==> src/hdl/usart_pkg.sv <==
package usart_pkg;

    // Register byte offsets
    localparam logic [7:0] OFF_DATA = 8'h00;
    localparam logic [7:0] OFF_STATUS_A = 8'h04;
    localparam logic [7:0] OFF_CONTROL_B = 8'h08;
    localparam logic [7:0] OFF_CONTROL_C = 8'h0c;
    localparam logic [7:0] OFF_BAUD = 8'h10;

    // status_reg_a fields
    localparam int STA_RX_COMPLETE = 7;
    localparam int STA_TX_COMPLETE = 6;
    localparam int STA_TX_EMPTY = 5;
    localparam int STA_DOUBLE_SPEED = 1;

    // control_reg_b fields
    localparam int CTB_TX_COMPLETE_IE = 6;
    localparam int CTB_TX_EMPTY_IE = 5;
    localparam int CTB_RX_ENABLE = 4;
    localparam int CTB_TX_ENABLE = 3;
    localparam int CTB_SIZE2 = 2;
    localparam int CTB_RX_NINTH = 1;
    localparam int CTB_TX_NINTH = 0;

    // control_reg_c fields
    localparam int CTC_CLOCK_MASTER = 7;
    localparam int CTC_SYNC_MODE = 6;
    localparam int CTC_PARITY_EN = 5;
    localparam int CTC_PARITY_ODD = 4;
    localparam int CTC_TWO_STOP = 3;
    localparam int CTC_SIZE_HI = 2;
    localparam int CTC_SIZE_LO = 1;

    // Reset values
    localparam logic [7:0] RST_STATUS_A = 8'h00;
    localparam logic [7:0] RST_CONTROL_B = 8'h00;
    localparam logic [7:0] RST_CONTROL_C = 8'h06;
    localparam logic [11:0] RST_BAUD = 12'h000;

    // Character size code for nine data bits
    localparam logic [2:0] SIZE_NINE = 3'h7;
    localparam logic [3:0] NINE_BITS = 4'h9;
    localparam logic [3:0] BASE_BITS = 4'h5;

    // Oversampling per bit, normal and double speed
    localparam logic [3:0] OS_NORMAL = 4'hf;
    localparam logic [3:0] OS_DOUBLE = 4'h7;

    localparam int RX_DEPTH = 2;

    typedef struct packed {
        logic [3:0] nbits;
        logic par_en;
        logic par_odd;
        logic two_stop;
    } frame_cfg_s;

endpackage : usart_pkg

==> src/hdl/usart_tx_rx_datapath.sv <==
// Design decisions made here: the APB slave port and the placing of the registers.
`timescale 1ns/1ps

module usart_tx_rx_datapath (
    input wire logic pclk, // APB clock
    input wire logic presetn, // Async reset, active low
    input wire logic ce, // Clock enable, freezes state when low
    input wire logic psel, // APB select
    input wire logic penable, // APB enable
    input wire logic pwrite, // APB direction
    input wire logic [7:0] paddr, // APB byte address
    input wire logic [31:0] pwdata, // APB write data
    output logic [31:0] prdata, // APB read data
    output logic pready, // APB ready
    output logic pslverr, // APB error on unmapped address
    input wire logic global_irq_en, // Global interrupt enable
    input wire logic tx_complete_ack, // Transmit-complete interrupt serviced
    output logic tx_empty_irq, // Buffer-empty interrupt request
    output logic tx_complete_irq, // Transmit-complete interrupt request
    output logic serial_out_pin, // Serial output level
    output logic serial_out_oe, // Serial output driven
    input wire logic serial_in_pin, // Serial input pin
    output logic rx_pin_owned, // Receiver owns the input pin
    input wire logic sync_clock_in, // Sync clock pin input
    output logic sync_clock_out, // Sync clock pin output
    output logic sync_clock_oe // Sync clock pin driven
);

    typedef enum logic [1:0] {
        TX_IDLE = 2'b01,
        TX_SHIFT = 2'b10
    } tx_state_e;

    typedef enum logic [2:0] {
        RX_IDLE = 3'b001,
        RX_START = 3'b010,
        RX_DATA = 3'b100
    } rx_state_e;

    logic [7:0] status_reg;
    logic [7:0] ctrl_b_reg;
    logic [7:0] ctrl_c_reg;
    logic [11:0] baud_reg;
    logic [8:0] tx_buf_reg;
    logic tx_full_reg;
    logic tx_complete_reg;
    tx_state_e tx_state_reg;
    logic [12:0] tx_shift_reg;
    logic [3:0] tx_cnt_reg;
    logic [3:0] tx_os_reg;
    logic [11:0] baud_cnt_reg;
    logic tick;
    logic xck_reg;
    logic xck_s1_reg, xck_s2_reg, xck_prev_reg;
    logic rxd_s1_reg, rxd_s2_reg;
    rx_state_e rx_state_reg;
    logic [3:0] rx_os_reg;
    logic [3:0] rx_idx_reg;
    logic [8:0] rx_shift_reg;
    logic [8:0] rx_fifo [usart_pkg::RX_DEPTH];
    logic rx_wr_reg, rx_rd_reg;
    logic [1:0] rx_count_reg;
    logic [31:0] prdata_reg;

    usart_pkg::frame_cfg_s cfg;
    logic sync_mode, clk_master, tx_en, rx_en;
    logic xck_level, tx_edge, rx_edge;
    logic [3:0] os_len;
    logic tx_bit_end, tx_load, tx_finish;
    logic rx_sample, rx_push, rx_pop;
    logic wr_acc, rd_setup, rd_acc, mapped;
    logic wr_data, wr_status, wr_ctrl_b, wr_ctrl_c, wr_baud;
    logic [8:0] rx_head;

    assign sync_mode = ctrl_c_reg[usart_pkg::CTC_SYNC_MODE];
    assign clk_master = ctrl_c_reg[usart_pkg::CTC_CLOCK_MASTER];
    assign tx_en = ctrl_b_reg[usart_pkg::CTB_TX_ENABLE];
    assign rx_en = ctrl_b_reg[usart_pkg::CTB_RX_ENABLE];

    always_comb
    begin
        if ({ctrl_b_reg[usart_pkg::CTB_SIZE2], ctrl_c_reg[usart_pkg::CTC_SIZE_HI:
                usart_pkg::CTC_SIZE_LO]} == usart_pkg::SIZE_NINE)
            cfg.nbits = usart_pkg::NINE_BITS;
        else
            cfg.nbits = usart_pkg::BASE_BITS + {2'h0, ctrl_c_reg[2:1]};
        cfg.par_en = ctrl_c_reg[usart_pkg::CTC_PARITY_EN];
        cfg.par_odd = ctrl_c_reg[usart_pkg::CTC_PARITY_ODD];
        cfg.two_stop = ctrl_c_reg[usart_pkg::CTC_TWO_STOP];
    end

    // Start, data LSB first, parity, then stops; unused bits left high
    function automatic logic [12:0] build_frame(logic [8:0] d, usart_pkg::frame_cfg_s c);
        logic [12:0] f;
        logic p;
        f = '1;
        f[0] = 1'b0;
        p = c.par_odd;
        for (int i = 0; i < 9; i++)
        begin
            if (i < int'(c.nbits))
            begin
                f[i + 1] = d[i];
                p = p ^ d[i];
            end
        end
        if (c.par_en)
            f[c.nbits + 4'h1] = p;
        return f;
    endfunction : build_frame

    // APB decode, zero wait states
    assign pready = 1'b1;
    assign mapped = (paddr == usart_pkg::OFF_DATA) || (paddr == usart_pkg::OFF_STATUS_A)
        || (paddr == usart_pkg::OFF_CONTROL_B) || (paddr == usart_pkg::OFF_CONTROL_C)
        || (paddr == usart_pkg::OFF_BAUD);
    assign pslverr = psel && penable && !mapped;
    assign wr_acc = psel && penable && pwrite;
    assign rd_setup = psel && !penable && !pwrite;
    assign rd_acc = psel && penable && !pwrite;
    assign wr_data = wr_acc && (paddr == usart_pkg::OFF_DATA);
    assign wr_status = wr_acc && (paddr == usart_pkg::OFF_STATUS_A);
    assign wr_ctrl_b = wr_acc && (paddr == usart_pkg::OFF_CONTROL_B);
    assign wr_ctrl_c = wr_acc && (paddr == usart_pkg::OFF_CONTROL_C);
    assign wr_baud = wr_acc && (paddr == usart_pkg::OFF_BAUD);
    assign rx_pop = rd_acc && (paddr == usart_pkg::OFF_DATA) && (rx_count_reg != 2'h0);
    assign prdata = prdata_reg;
    assign rx_head = rx_fifo[rx_rd_reg];

    always_ff @(posedge pclk or negedge presetn)
    begin
        if (!presetn)
            prdata_reg <= 32'h0000_0000;
        else if (ce && rd_setup)
        begin
            unique case (paddr)
                usart_pkg::OFF_DATA: prdata_reg <= {24'h0, rx_head[7:0]};
                usart_pkg::OFF_STATUS_A: prdata_reg <= {24'h0,
                    rx_count_reg != 2'h0, tx_complete_reg, !tx_full_reg,
                    3'h0, status_reg[usart_pkg::STA_DOUBLE_SPEED], 1'b0};
                usart_pkg::OFF_CONTROL_B: prdata_reg <= {24'h0, ctrl_b_reg[7:2],
                    rx_head[8], ctrl_b_reg[0]};
                usart_pkg::OFF_CONTROL_C: prdata_reg <= {24'h0, ctrl_c_reg};
                usart_pkg::OFF_BAUD: prdata_reg <= {20'h0, baud_reg};
                default: prdata_reg <= 32'h0000_0000;
            endcase
        end
    end

    // Configuration registers; flag bits of status are not stored here
    always_ff @(posedge pclk or negedge presetn)
    begin
        if (!presetn)
        begin
            status_reg <= usart_pkg::RST_STATUS_A;
            ctrl_b_reg <= usart_pkg::RST_CONTROL_B;
            ctrl_c_reg <= usart_pkg::RST_CONTROL_C;
            baud_reg <= usart_pkg::RST_BAUD;
        end
        else if (ce)
        begin
            if (wr_status)
                status_reg <= {6'h0, pwdata[usart_pkg::STA_DOUBLE_SPEED], 1'b0};
            if (wr_ctrl_b)
                ctrl_b_reg <= {pwdata[7:2], 1'b0, pwdata[0]};
            if (wr_ctrl_c)
                ctrl_c_reg <= pwdata[7:0];
            if (wr_baud)
                baud_reg <= pwdata[11:0];
        end
    end

    // Baud divider: one tick every baud_reg+1 clocks
    assign tick = (baud_cnt_reg == 12'h000);

    always_ff @(posedge pclk or negedge presetn)
    begin
        if (!presetn)
            baud_cnt_reg <= 12'h000;
        else if (ce)
            baud_cnt_reg <= tick ? baud_reg : baud_cnt_reg - 12'h001;
    end

    // Sync clock: master toggles per tick, slave input double-synchronised
    always_ff @(posedge pclk or negedge presetn)
    begin
        if (!presetn)
        begin
            xck_reg <= 1'b0;
            xck_s1_reg <= 1'b0;
            xck_s2_reg <= 1'b0;
            xck_prev_reg <= 1'b0;
        end
        else if (ce)
        begin
            if (sync_mode && clk_master && tick)
                xck_reg <= !xck_reg;
            xck_s1_reg <= sync_clock_in;
            xck_s2_reg <= xck_s1_reg;
            xck_prev_reg <= xck_level;
        end
    end

    assign xck_level = clk_master ? xck_reg : xck_s2_reg;
    assign tx_edge = sync_mode && xck_level && !xck_prev_reg;
    assign rx_edge = sync_mode && !xck_level && xck_prev_reg;
    assign sync_clock_out = xck_reg;
    assign sync_clock_oe = sync_mode && clk_master && (tx_en || rx_en);
    assign os_len = status_reg[usart_pkg::STA_DOUBLE_SPEED] ? usart_pkg::OS_DOUBLE
        : usart_pkg::OS_NORMAL;

    // Transmitter
    assign tx_bit_end = (tx_state_reg == TX_SHIFT)
        && (sync_mode ? tx_edge : (tick && tx_os_reg == os_len));
    assign tx_finish = tx_bit_end && (tx_cnt_reg == 4'h1);
    assign tx_load = tx_full_reg && tx_en
        && ((tx_state_reg == TX_IDLE) || tx_finish);

    always_ff @(posedge pclk or negedge presetn)
    begin
        if (!presetn)
        begin
            tx_buf_reg <= 9'h000;
            tx_full_reg <= 1'b0;
        end
        else if (ce)
        begin
            if (wr_data)
                tx_buf_reg <= {ctrl_b_reg[usart_pkg::CTB_TX_NINTH], pwdata[7:0]};
            tx_full_reg <= wr_data || (tx_full_reg && !tx_load);
        end
    end

    always_ff @(posedge pclk or negedge presetn)
    begin
        if (!presetn)
        begin
            tx_state_reg <= TX_IDLE;
            tx_shift_reg <= '1;
            tx_cnt_reg <= 4'h0;
            tx_os_reg <= 4'h0;
        end
        else if (ce)
        begin
            if (tx_load)
            begin
                tx_state_reg <= TX_SHIFT;
                tx_shift_reg <= build_frame(tx_buf_reg, cfg);
                tx_cnt_reg <= 4'h2 + cfg.nbits + {3'h0, cfg.par_en}
                    + {3'h0, cfg.two_stop};
                tx_os_reg <= 4'h0;
            end
            else
            begin
                if (tick && tx_state_reg == TX_SHIFT)
                    tx_os_reg <= (tx_os_reg == os_len) ? 4'h0 : tx_os_reg + 4'h1;
                if (tx_bit_end)
                begin
                    tx_shift_reg <= {1'b1, tx_shift_reg[12:1]};
                    tx_cnt_reg <= tx_cnt_reg - 4'h1;
                end
                if (tx_finish)
                    tx_state_reg <= TX_IDLE;
            end
        end
    end

    always_ff @(posedge pclk or negedge presetn)
    begin
        if (!presetn)
            tx_complete_reg <= 1'b0;
        else if (ce)
        begin
            if (tx_finish && !tx_load)
                tx_complete_reg <= 1'b1;
            else if (tx_complete_ack
                || (wr_status && pwdata[usart_pkg::STA_TX_COMPLETE]))
                tx_complete_reg <= 1'b0;
        end
    end

    // Pin stays owned until shifter and buffer drain
    assign serial_out_oe = tx_en || tx_full_reg || (tx_state_reg == TX_SHIFT);
    assign serial_out_pin = (tx_state_reg == TX_SHIFT) ? tx_shift_reg[0] : 1'b1;
    assign tx_empty_irq = global_irq_en && ctrl_b_reg[usart_pkg::CTB_TX_EMPTY_IE]
        && !tx_full_reg;
    assign tx_complete_irq = global_irq_en && ctrl_b_reg[usart_pkg::CTB_TX_COMPLETE_IE]
        && tx_complete_reg;

    // Receiver
    always_ff @(posedge pclk or negedge presetn)
    begin
        if (!presetn)
        begin
            rxd_s1_reg <= 1'b1;
            rxd_s2_reg <= 1'b1;
        end
        else if (ce)
        begin
            rxd_s1_reg <= serial_in_pin;
            rxd_s2_reg <= rxd_s1_reg;
        end
    end

    assign rx_pin_owned = rx_en;
    assign rx_sample = (rx_state_reg == RX_DATA)
        && (sync_mode ? rx_edge : (tick && rx_os_reg == os_len));
    assign rx_push = rx_sample && (rx_idx_reg == cfg.nbits + {3'h0, cfg.par_en});

    always_ff @(posedge pclk or negedge presetn)
    begin
        if (!presetn)
        begin
            rx_state_reg <= RX_IDLE;
            rx_os_reg <= 4'h0;
            rx_idx_reg <= 4'h0;
            rx_shift_reg <= 9'h000;
        end
        else if (ce)
        begin
            if (!rx_en)
                rx_state_reg <= RX_IDLE;
            else
            begin
                if (tick)
                    rx_os_reg <= (rx_os_reg == os_len) ? 4'h0 : rx_os_reg + 4'h1;
                unique case (rx_state_reg)
                    RX_IDLE:
                    begin
                        rx_idx_reg <= 4'h0;
                        rx_shift_reg <= 9'h000;
                        rx_os_reg <= 4'h0;
                        if (sync_mode && rx_edge && !rxd_s2_reg)
                            rx_state_reg <= RX_DATA;
                        else if (!sync_mode && !rxd_s2_reg)
                            rx_state_reg <= RX_START;
                    end
                    RX_START:
                    begin
                        // Half a bit later the start bit must still be low
                        if (tick && rx_os_reg == (os_len >> 1))
                        begin
                            rx_os_reg <= 4'h0;
                            rx_state_reg <= rxd_s2_reg ? RX_IDLE : RX_DATA;
                        end
                    end
                    RX_DATA:
                    begin
                        if (rx_sample)
                        begin
                            if (rx_idx_reg < cfg.nbits)
                                rx_shift_reg[rx_idx_reg] <= rxd_s2_reg;
                            rx_idx_reg <= rx_idx_reg + 4'h1;
                            if (rx_push)
                                rx_state_reg <= RX_IDLE;
                        end
                    end
                    default: rx_state_reg <= RX_IDLE;
                endcase
            end
        end
    end

    // Two-entry receive buffer; a push into a full buffer is dropped
    always_ff @(posedge pclk)
    begin
        if (ce && rx_en && rx_push && rx_count_reg != 2'(usart_pkg::RX_DEPTH))
            rx_fifo[rx_wr_reg] <= rx_shift_reg;
    end

    always_ff @(posedge pclk or negedge presetn)
    begin
        if (!presetn)
        begin
            rx_wr_reg <= 1'b0;
            rx_rd_reg <= 1'b0;
            rx_count_reg <= 2'h0;
        end
        else if (ce)
        begin
            if (!rx_en)
            begin
                rx_wr_reg <= 1'b0;
                rx_rd_reg <= 1'b0;
                rx_count_reg <= 2'h0;
            end
            else
            begin
                if (rx_push && rx_count_reg != 2'(usart_pkg::RX_DEPTH))
                    rx_wr_reg <= !rx_wr_reg;
                if (rx_pop)
                    rx_rd_reg <= !rx_rd_reg;
                if ((rx_push && rx_count_reg != 2'(usart_pkg::RX_DEPTH)) && !rx_pop)
                    rx_count_reg <= rx_count_reg + 2'h1;
                else if (rx_pop && !(rx_push && rx_count_reg != 2'(usart_pkg::RX_DEPTH)))
                    rx_count_reg <= rx_count_reg - 2'h1;
            end
        end
    end

endmodule : usart_tx_rx_datapath

==> config.mk <==
export PLATFORM = sky130hd
export DESIGN_NAME = usart_tx_rx_datapath
export DESIGN_NICKNAME = d
export VERILOG_FILES = /design/src/hdl/usart_pkg.sv /design/src/hdl/usart_tx_rx_datapath.sv
export SDC_FILE = /design/constraint.sdc
export NUM_CORES = 1
export LEC_CHECK = 0
export ABC_CLOCK_PERIOD_IN_PS = 7400
export BUFFER_PORTS_ARGS = -buffer_cell sky130_fd_sc_hd__buf_2
export CORE_ASPECT_RATIO = 1.4
export CORE_MARGIN = 5
export CORE_UTILIZATION = 30
export CTS_BUF_LIST = sky130_fd_sc_hd__clkbuf_8
export DETAILED_ROUTE_END_ITERATION = 12
export PLACE_DENSITY_LB_ADDON = 0.05
export SLEW_MARGIN = 20
export SYNTH_ARGS = -nofsm -noshare
export SYNTH_HDL_FRONTEND = slang
export SYNTH_SLANG_ARGS = --single-unit
export TNS_END_PERCENT = 50
==> constraint.sdc <==
create_clock -name pclk -period 7.4 [get_ports pclk]
set_input_delay 0.37 -clock pclk [delete_from_list [all_inputs] [get_ports pclk]]
set_output_delay 0.37 -clock pclk [all_outputs]
set_load 0.005 [all_outputs]
# After elaboration in Yosys (flattened, before gate mapping)
# Memories as Yosys holds them, arrays and structs flattened.
# Index checks and enable logic that the tools add are counted.
[word_totals] word_cells=292 regBits=136 memories=1 input_bits=50 ramBits=18
[memory_table] memory="rx_fifo" words=2 word_bits=9 rd=1 rd_clocked_by_memory_dff=0 wr=1 line_no="usart_tx_rx_datapath.sv:60" text="logic [8:0] rx_fifo [usart_pkg::RX_DEPTH];"
[classes] n_reduce_logical=98 addsub=13 n_lt_le_gt_ge=14 bitwise_logic=9 n_eq_ne=25 mux=106
[op_table] op="two-way mux 1 bit" n=68
[op_table] op="case mux 12 bit (5 select lines)" n=1
[op_table] op="logical AND 1 bit" n=49
[op_table] op="two-way mux 4 bit" n=11
[op_table] op="two-way mux 13 bit" n=3
[op_table] op="AND reduction 2 bit" n=14
[op_table] op="two-way mux 3 bit" n=7
[op_table] op="two-way mux 9 bit" n=2
[op_table] op="case mux 9 bit (2 select lines)" n=1
[op_table] op="adder 4 x 1 -> 4 bit (second input constant)" n=4
[op_table] op="equality test 8 x 4 -> 1 bit (second input constant)" n=2
[op_table] op="less-than comparator 3 x 4 -> 1 bit (first input constant)" n=4
[op_table] op="case mux 4 bit (2 select lines)" n=2
[op_table] op="logical NOT 1 bit" n=14
[op_table] op="bitwise mux 13 bit" n=1
[op_table] op="adder 4 x 1 -> 4 bit" n=3
[op_table] op="equality test 4 bit" n=3
[op_table] op="logical NOT 12 bit" n=1
[op_table] op="two-way mux 12 bit" n=1
[op_table] op="nonzero test 2 bit" n=6
[op_table] op="subtractor 12 x 1 -> 12 bit (second input constant)" n=1
[op_table] op="logical OR 1 bit" n=10
[op_table] op="less-than comparator 4 x 5 -> 1 bit (second input constant)" n=2
[op_table] op="two-way mux 2 bit" n=5
[op_table] op="other kinds (31)" n=50

# Longest topological paths before layout
# Gate-level depths: netlist (run 1).
[depth] depth_word=45 ltp_mapped=12 mapped_depth_nobuf=12

# Worst setup path after synthesis (run 1)
# No wires, ideal clock.
[synth_path] kind="flip-flop to flip-flop" start="reg ctrl_c_reg[1]" end="mem rx_fifo[0][0], enable pin" period_less_slack_ps=2951 slack_ps=4449 path_buffers=0 setup_time_ps=338 t_arrival_ps=2614 path_stages_with_launch=12 path_cell_list="dfstp_2 ha_1 a21boi_0 inv_1 ha_1 inv_1 fa_1 xor2_1 o211ai_1 a21oi_1 and2_1 and3_1"
[synth_between] elab_chain_len=9
[synth_lines] item="start: declaration" line_no="usart_tx_rx_datapath.sv:42" text="logic [7:0] ctrl_c_reg;"
[synth_lines] item="start signal: assignment" line_no="usart_tx_rx_datapath.sv:157" text="ctrl_c_reg <= usart_pkg::RST_CONTROL_C;"
[synth_lines] item="start signal: assignment" line_no="usart_tx_rx_datapath.sv:167" text="ctrl_c_reg <= pwdata[7:0];"
[synth_lines] item="adder 3 x 2 -> 4 bit / equality test 3 bit (equally long branches)" line_no="usart_tx_rx_datapath.sv:86, usart_tx_rx_datapath.sv:83"
[synth_lines] item="two-way mux 4 bit *" line_no="usart_tx_rx_datapath.sv:82" text="if ({ctrl_b_reg[usart_pkg::CTB_SIZE2], ctrl_c_reg[usart_pkg::CTC_SIZE_HI:"
[synth_lines] item="adder 4 x 1 -> 4 bit *" line_no="usart_tx_rx_datapath.sv:308" text="assign rx_push = rx_sample && (rx_idx_reg == cfg.nbits + {3'h0, cfg.par_en});"
[synth_lines] item="equality test 4 bit *" line_no="usart_tx_rx_datapath.sv:308"
[synth_lines] item="logical AND 1 bit *" line_no="usart_tx_rx_datapath.sv:308"
[synth_lines] item="logical AND 1 bit * (2 in a row)" line_no="usart_tx_rx_datapath.sv:367" text="if (ce && rx_en && rx_push && rx_count_reg != 2'(usart_pkg::RX_DEPTH))"
[synth_lines] item="two-way mux 1 bit *" line_no="usart_tx_rx_datapath.sv:367"
[synth_lines] item="two-way mux 1 bit (not written as such) *" line_no="usart_tx_rx_datapath.sv:368" text="rx_fifo[rx_wr_reg] <= rx_shift_reg;"
[synth_lines] item="end: declaration" line_no="usart_tx_rx_datapath.sv:60"
# Every way passes the cells marked *; elsewhere a longest branch is shown, timed or not.

# Final worst setup path (run 1)
[layout_path] start="reg ctrl_c_reg[1]" end="mem rx_fifo[1][3], enable pin"
# Same word-level chain as after synthesis.

==> qor.csv, run 1 <==
stage;metric;value;unit
status;outcome;complete, no violations;
timing;relSlewSlack;43.41;%
timing;worst_slew_pin_slew;0.8458;ns
global_route;grt_usage;16.13;%
route;wire_per_inst;19.65;um
power;p_per_area;191.4;nW/um^2
synthesis;yosysWarnings;0;
synthesis;yosysTopAreaCell;dfrtp_1;
clocking;cts_resized;0;
placed_design;dpl_cell_area;7884;sq um
timing;setup_viol;0;
route;via_per_inst;5.087;
clocking;clock_path_buffers;2;
synthesis;syn_area;7373;sq um
cells_and_area;drive_gt1_share;20.10;%
setup_path;worst_setup_path_end_kind;flip-flop;
cells_and_area;area_growth;12.07;%
synthesis;synth_compound_area_share;15.37;%
cells_and_area;fillerInstances;2539;
clocking;insertion_delay;0.46;ns
clocking;cts_made_buffers;17;
synthesis;syn-instance-count;730;
die;die_area;27860;sq um
placed_design;port_buffers;49;
cells_and_area;final_common_cell;nand2_1;
timing;finalClockSkew;0.01477;ns
route;drc_errors;0;
power;p_leak;3.623;nW
die;core.rowCount;68;
hold_path;hp-class;input port to flip-flop;
setup_path;path_cells;ha_1 -> a21boi_0 -> inv_1 -> ha_1 -> inv_1 -> fa_1 -> xor2_1 -> o211ai_1 -> a21oi_1 -> and2_1 -> and3_1;
cells_and_area;finish.utilization;33.84;%
cells_and_area;final_cells;1106;
synthesis;yosysTopAreaCellShare;32.92;%
cells_and_area;seq_area;3467;sq um
die;die_w;142.5;um
clocking;cts.reportedPaths.clkPinSlew;0.08;ns
placed_design;gp_congestion;0.7968;
die;initial_core_util;30.20;%
synthesis;synth_seq_area_share;47.02;%
synthesis;synth-edff-count;18;
timing;slew_viol_final;0;
cells_and_area;fin_area;8263;sq um
clocking;cts_root_buf;clkbuf_8;
global_route;grt.overflow.total;0;
cells_and_area;layout_common_cells;nand2_1 (98), dfrtp_1 (97), buf_2 (48), mux2_2 (44), o21ai_0 (41);
global_route;antenna_found_initial;0;
route;wirelength;21.73;mm
global_route;grt_pass1_vias;5943;
synthesis;ys_seq_elements;134;
route;drt_iter0_drc;249;
synthesis;syn_area_per_cell;10.10;sq um
setup_path;worstPathRequired;7.50;ns
synthesis;async_flop_share;86.57;%
synthesis;synth_top_family_by_area;simple AND/OR/NAND/NOR gates;
timing;period_share;49.31;%
synthesis;yosysUniqueCellTypes;70;
placed_design;place_inst;1073;
setup_path;worstPathMaxFanout;9;
cells_and_area;nets;851;
timing;rsz0062_at_grt;false;
setup_path;worstRegToRegCells;11;
setup_path;start_kind;flip-flop;
global_route;grt_pass1_wl;34.45;mm
route;dr.pass1.iters;5;
global_route;grt_max_degree;60;
die;coreArea;24420;sq um
flow_run;cap_violations;0;
timing;tns;0;ns
synthesis;synthTopCellsByArea;dfrtp_1 (33%), edfxtp_1 (7.3%), dfstp_2 (6.8%);
cells_and_area;largest_reg_flops;18;
route;vias;5626;
synthesis;muxShareOfSynthArea;9.299;%
placed_design;dp.final_hpwl;16.41;mm
synthesis;synthFlopType;dfrtp_1;
cells_and_area;multiInputGateArea;3610;sq um
setup_path;cp_data_arrival_time;3.75;ns
synthesis;synth-xor-area-share;2.325;%
power;ir_drop;123.8;uV
hold_path;min_path_cells;3;
synthesis;synth_fa_ha_area_share;4.107;%
setup_path;path_class;flip-flop to flip-flop;
cells_and_area;diodes;0;
setup_path;max_stage_delay;0.46;ns
timing;fin_crit;3.649;ns
clocking;htree_levels;4;
timing;hold_viol_final;0;
route;detail-route-antenna-nets;0;
clocking;cts_tree;built;
die;io-pin-count;91;
setup_path;worst_path_max_delay_cell;and3_1;
synthesis;yosys.area_share.simple;16.78;%
timing;fmax;274.0;MHz
power;power;1.582;mW
clocking;cts.sinks;134;
die;die_y;195.5;um
## what timing repair did
item,CTS,global route
setup buffers,0,0
hold buffers,1,0
setup endpoints to repair,0,0
endpoints found under the hold margin,16,0
## power by group
| group | internal (mW) | switching, mW |
|---|---|---|
| combinational | 0.0620 | 0.0962 |
| clock | 0.300 | 0.294 |
| sequential | 0.785 | 0.0452 |
| total | 1.15 | 0.435 |
## worst paths after layout
| check | start | end | slack, ns |
|---|---|---|---|
| min in group asynchronous | presetn | tx_os_reg[0]$_DFFE_PN0P_ | 0.53 |
| setup / recovery | ctrl_c_reg[1]$_DFFE_PN1P_ | rx_fifo[1][3]$_DFFE_PP_ | 3.75 |
| max in group asynchronous | presetn | prdata[1]$_DFFE_PN0P_ | 5.52 |
| hold reg to reg | prdata[10]$_DFFE_PN0P_ | prdata[10]$_DFFE_PN0P_ | 0.47 |
| setup reg to reg | ctrl_c_reg[1]$_DFFE_PN1P_ | rx_fifo[1][3]$_DFFE_PP_ | 3.75 |
| hold / removal | pwdata[8] | baud_reg[8]$_DFFE_PN0P_ | 0.13 |
## layout make-up
type | instances | share of cell area (%)
Clock buffer | 18 | 2.998
Clock inverter | 14 | 1.469
Inverter | 28 | 1.272
Multi-Input combinational cell | 539 | 43.69
Sequential cell | 134 | 41.96
Tap cell | 315 | 4.770
Timing Repair Buffer | 58 | 3.846
## logic make-up (layout without fill, tap and decap cells)
group	after synthesis	after routing
compound gates	170	170
xor+xnor	18	18
fa+ha+maj	23	23
buf+inv	76	118
flops	134	134
mux	63	63
other cells	2	21
simple gates	244	244
## worst max-delay path, delay by kind of cell, from the launching register on
kind	cells	cell delay (ns)
compound gates	3	0.93
xor+xnor	1	0.15
fa+ha+maj	3	0.87
buf+inv	2	0.24
flops	1	0.42
simple gates	2	0.67
## per-stage QoR
stage / hold slack, ns / worst slack (ns)
5_1_grt: 0.1197 / 3.534
3_3_place_gp: 0.4506 / 3.816
3_5_place_dp: 0.4508 / 3.832
6_report: 0.1262 / 3.751
2_1_floorplan: 0.07441 / 4.449
4_1_cts: 0.09100 / 3.783
## per-layer routing
metal	vias up	GRT usage (%)	wire, um	share of wire [%]
met3	27	3.234	637	2.9
met1	2797	18.94	8990	41
met4	0	5.565	525	2.4
met5	-	0	0	0
li1	2692	-	-	-
met2	110	28.90	11580	53
## synth_stat cells (all sizes together) (4+ instances only)
| cell type | n |
|---|---|
| a21o | 12 |
| a21oi | 40 |
| a221o | 5 |
| a221oi | 7 |
| a22o | 7 |
| a31oi | 7 |
| and2 | 6 |
| and3 | 10 |
| buf | 25 |
| clkbuf | 23 |
| dfrtp | 97 |
| dfstp | 19 |
| edfxtp | 18 |
| ha | 21 |
| inv | 28 |
| mux2 | 44 |
| mux2i | 19 |
| nand2 | 98 |
| nand2b | 8 |
| nand3 | 17 |
| nand4 | 8 |
| nor2 | 37 |
| nor2b | 9 |
| nor3 | 12 |
| nor3b | 8 |
| o211ai | 9 |
| o21ai | 41 |
| o22a | 4 |
| o22ai | 5 |
| o2bb2ai | 4 |
| o31ai | 7 |
| or2 | 4 |
| or3 | 6 |
| or4 | 4 |
| xnor2 | 10 |
| xor2 | 7 |
(Power assumes the default switching activity.)
==> inputs of run 2 (changes only) <==
- ABC_CLOCK_PERIOD_IN_PS: 7400 -> 3800
- clock period: 7.4 -> 3.8 ns (I/O delays scaled with it)
==> run 2 against run 1 <==
Critical path depth unchanged. Via count up 0.82%. Sequential cell count unchanged. Count of clock-buffer cells in the layout up 4. Critical path type unchanged.
==> qor.csv, run 2 (synthesis gave the netlist of run 1 again) <==
stage;metric;value;unit
timing;tns;0;ns
setup_path;rrSetupSlack;0.39;ns
die;core.rowCount;68;
setup_path;path_cells;ha_1 -> a21boi_1 -> inv_1 -> ha_1 -> inv_1 -> fa_1 -> xor2_1 -> o211ai_1 -> a21oi_1 -> and2_1 -> and3_1;
clocking;clock_path_buffers;2;
die;die_area;27860;sq um
global_route;grt_pass1_vias;5814;
setup_path;critPathLaunch;ctrl_c_reg[1]$_DFFE_PN1P_;
global_route;grt_max_degree;64;
clocking;cts_tree;built;
timing;fin_crit;3.413;ns
cells_and_area;largest_reg_flops;18;
timing;rsz0062_at_grt;false;
route;vias;5672;
route;wirelength;21.58;mm
setup_path;path_buf_inv;2;
setup_path;worstRegToRegCells;11;
setup_path;cp_data_arrival_time;3.52;ns
die;initial_core_util;30.20;%
clocking;cts_made_buffers;17;
setup_path;worstPathRequired;3.91;ns
timing;period_share;89.81;%
setup_path;start_kind;flip-flop;
die;io-pin-count;91;
flow_run;cap_violations;0;
timing;fmax;293.0;MHz
timing;setup_viol;0;
setup_path;reg2reg_to;rx_fifo[0][2]$_DFFE_PP_;
cells_and_area;nets;866;
placed_design;dp.final_hpwl;16.33;mm
clocking;htree_levels;4;
clocking;cts.sinks;134;
route;detail-route-antenna-nets;0;
global_route;antenna_found_initial;0;
route;drc_errors;0;
cells_and_area;area_growth;15.14;%
route;dr.pass1.iters;4;
cells_and_area;fillerInstances;2509;
setup_path;path_class;flip-flop to flip-flop;
die;coreArea;24420;sq um
cells_and_area;final_common_cell;nand2_1;
placed_design;gp_congestion;0.7774;
setup_path;worst_path_max_delay_cell;dfstp_2;
die;die_w;142.5;um
setup_path;worstPathMaxFanout;9;
route;wire_per_inst;19.25;um
power;p_leak;3.711;nW
timing;hold_viol_final;0;
timing;worst_slew_pin_slew;0.8572;ns
power;ir_drop;218.6;uV
clocking;cts_root_buf;clkbuf_8;
timing;whs;0.04016;ns
setup_path;worstSetupEndpoint;rx_fifo[0][2]$_DFFE_PP_;
cells_and_area;layout_common_cells;nand2_1 (98), dfrtp_1 (97), buf_2 (48), mux2_2 (44), o21ai_0 (41);
timing;slew_viol_final;0;
route;via_per_inst;5.060;
route;drt_iter0_drc;245;
timing;finalClockSkew;0.01830;ns
setup_path;cp.depth;11;
power;p_per_area;386.2;nW/um^2
setup_path;worst_setup_path_end_kind;flip-flop;
global_route;grt_usage;15.95;%
global_route;grt.overflow.total;0;
clocking;insertion_delay;0.47;ns
global_route;grt_pass1_wl;33.98;mm
placed_design;port_buffers;49;
status;outcome;complete, no violations;
setup_path;max_stage_delay;0.61;ns
cells_and_area;drive_gt1_share;20.97;%
clocking;cts.reportedPaths.clkPinSlew;0.09;ns
setup_path;cp_top_family;adder cells;
hold_path;hp-class;input port to flip-flop;
setup_path;rr_startpoint;ctrl_c_reg[1]$_DFFE_PN1P_;
timing;relSlewSlack;42.86;%
cells_and_area;diodes;0;
die;die_y;195.5;um
[run 2: power breakdown]
part	internal, mW	total [mW]	switching, mW
registers	1.53	1.61	0.0868
logic	0.129	0.319	0.190
clock network	0.740	1.34	0.604
total	2.40	3.28	0.881
[run 2: area by class of cell]
| cell class | count | area [sq um] | area share (%) |
|---|---|---|---|
| clock buffers | 22 | 302.8 | 3.567 |
| clock inverters | 10 | 142.6 | 1.680 |
| inverters | 28 | 105.1 | 1.238 |
| multi-input cells | 539 | 3610 | 42.52 |
| flip-flops and latches | 134 | 3467 | 40.84 |
| well taps | 315 | 394.1 | 4.643 |
| repair buffers | 73 | 467.9 | 5.512 |
[run 2: metal layers]
metal	up-vias	wire [um]	GRT usage (%)
met1	2826	9366	19.84
met4	0	502	5.178
li1	2727	-	-
met5	-	0	0
met3	26	608	3.185
met2	93	11100	27.47
[run 2: how the worst min path moves through the flow]
| stage | from | end | slack, ns | depth (start not counted) |
|---|---|---|---|---|
| final | pwdata[7] | tx_buf_reg[7]$_DFFE_PN0P_ | 0.04 | 2 |
| after global routing | pwdata[7] | tx_buf_reg[7]$_DFFE_PN0P_ | 0.03 | 2 |
| after CTS | pwdata[7] | tx_buf_reg[7]$_DFFE_PN0P_ | 0.02 | 2 |
| after detailed placement | presetn | tx_os_reg[0]$_DFFE_PN0P_ | 0.36 | 1 |
| after global placement | presetn | tx_os_reg[0]$_DFFE_PN0P_ | 0.35 | 1 |
| after floorplan | presetn | baud_cnt_reg[0]$_DFFE_PN0P_ | -0.11 | 0 |
[run 2: what timing repair did]
| action | 4_1_cts | 5_1_grt |
|---|---|---|
| hold buffers | 11 | 0 |
| gates resized for setup | 0 | 1 |
| hold endpoints to repair | 67 | 0 |
| setup endpoints to repair | 0 | 18 |
| buffers inserted | 0 | 0 |
[run 2: per-stage QoR]
stage / utilization, % / setup slack [ns] / instance area [sq um] / std cells / power [mW]
after floorplan: - / 0.8490 / 7445 / 749 / 1.825
after global placement: 32.49 / 0.3805 / 7934 / 1078 / 1.945
after detailed placement: 32.49 / 0.3002 / 7934 / 1078 / 1.956
after CTS: 34.77 / 0.2302 / 8489 / 1121 / 3.331
after global routing: 34.77 / 0.09875 / 8489 / 1121 / 3.441
final: 34.77 / 0.3874 / 8489 / 1121 / 3.278
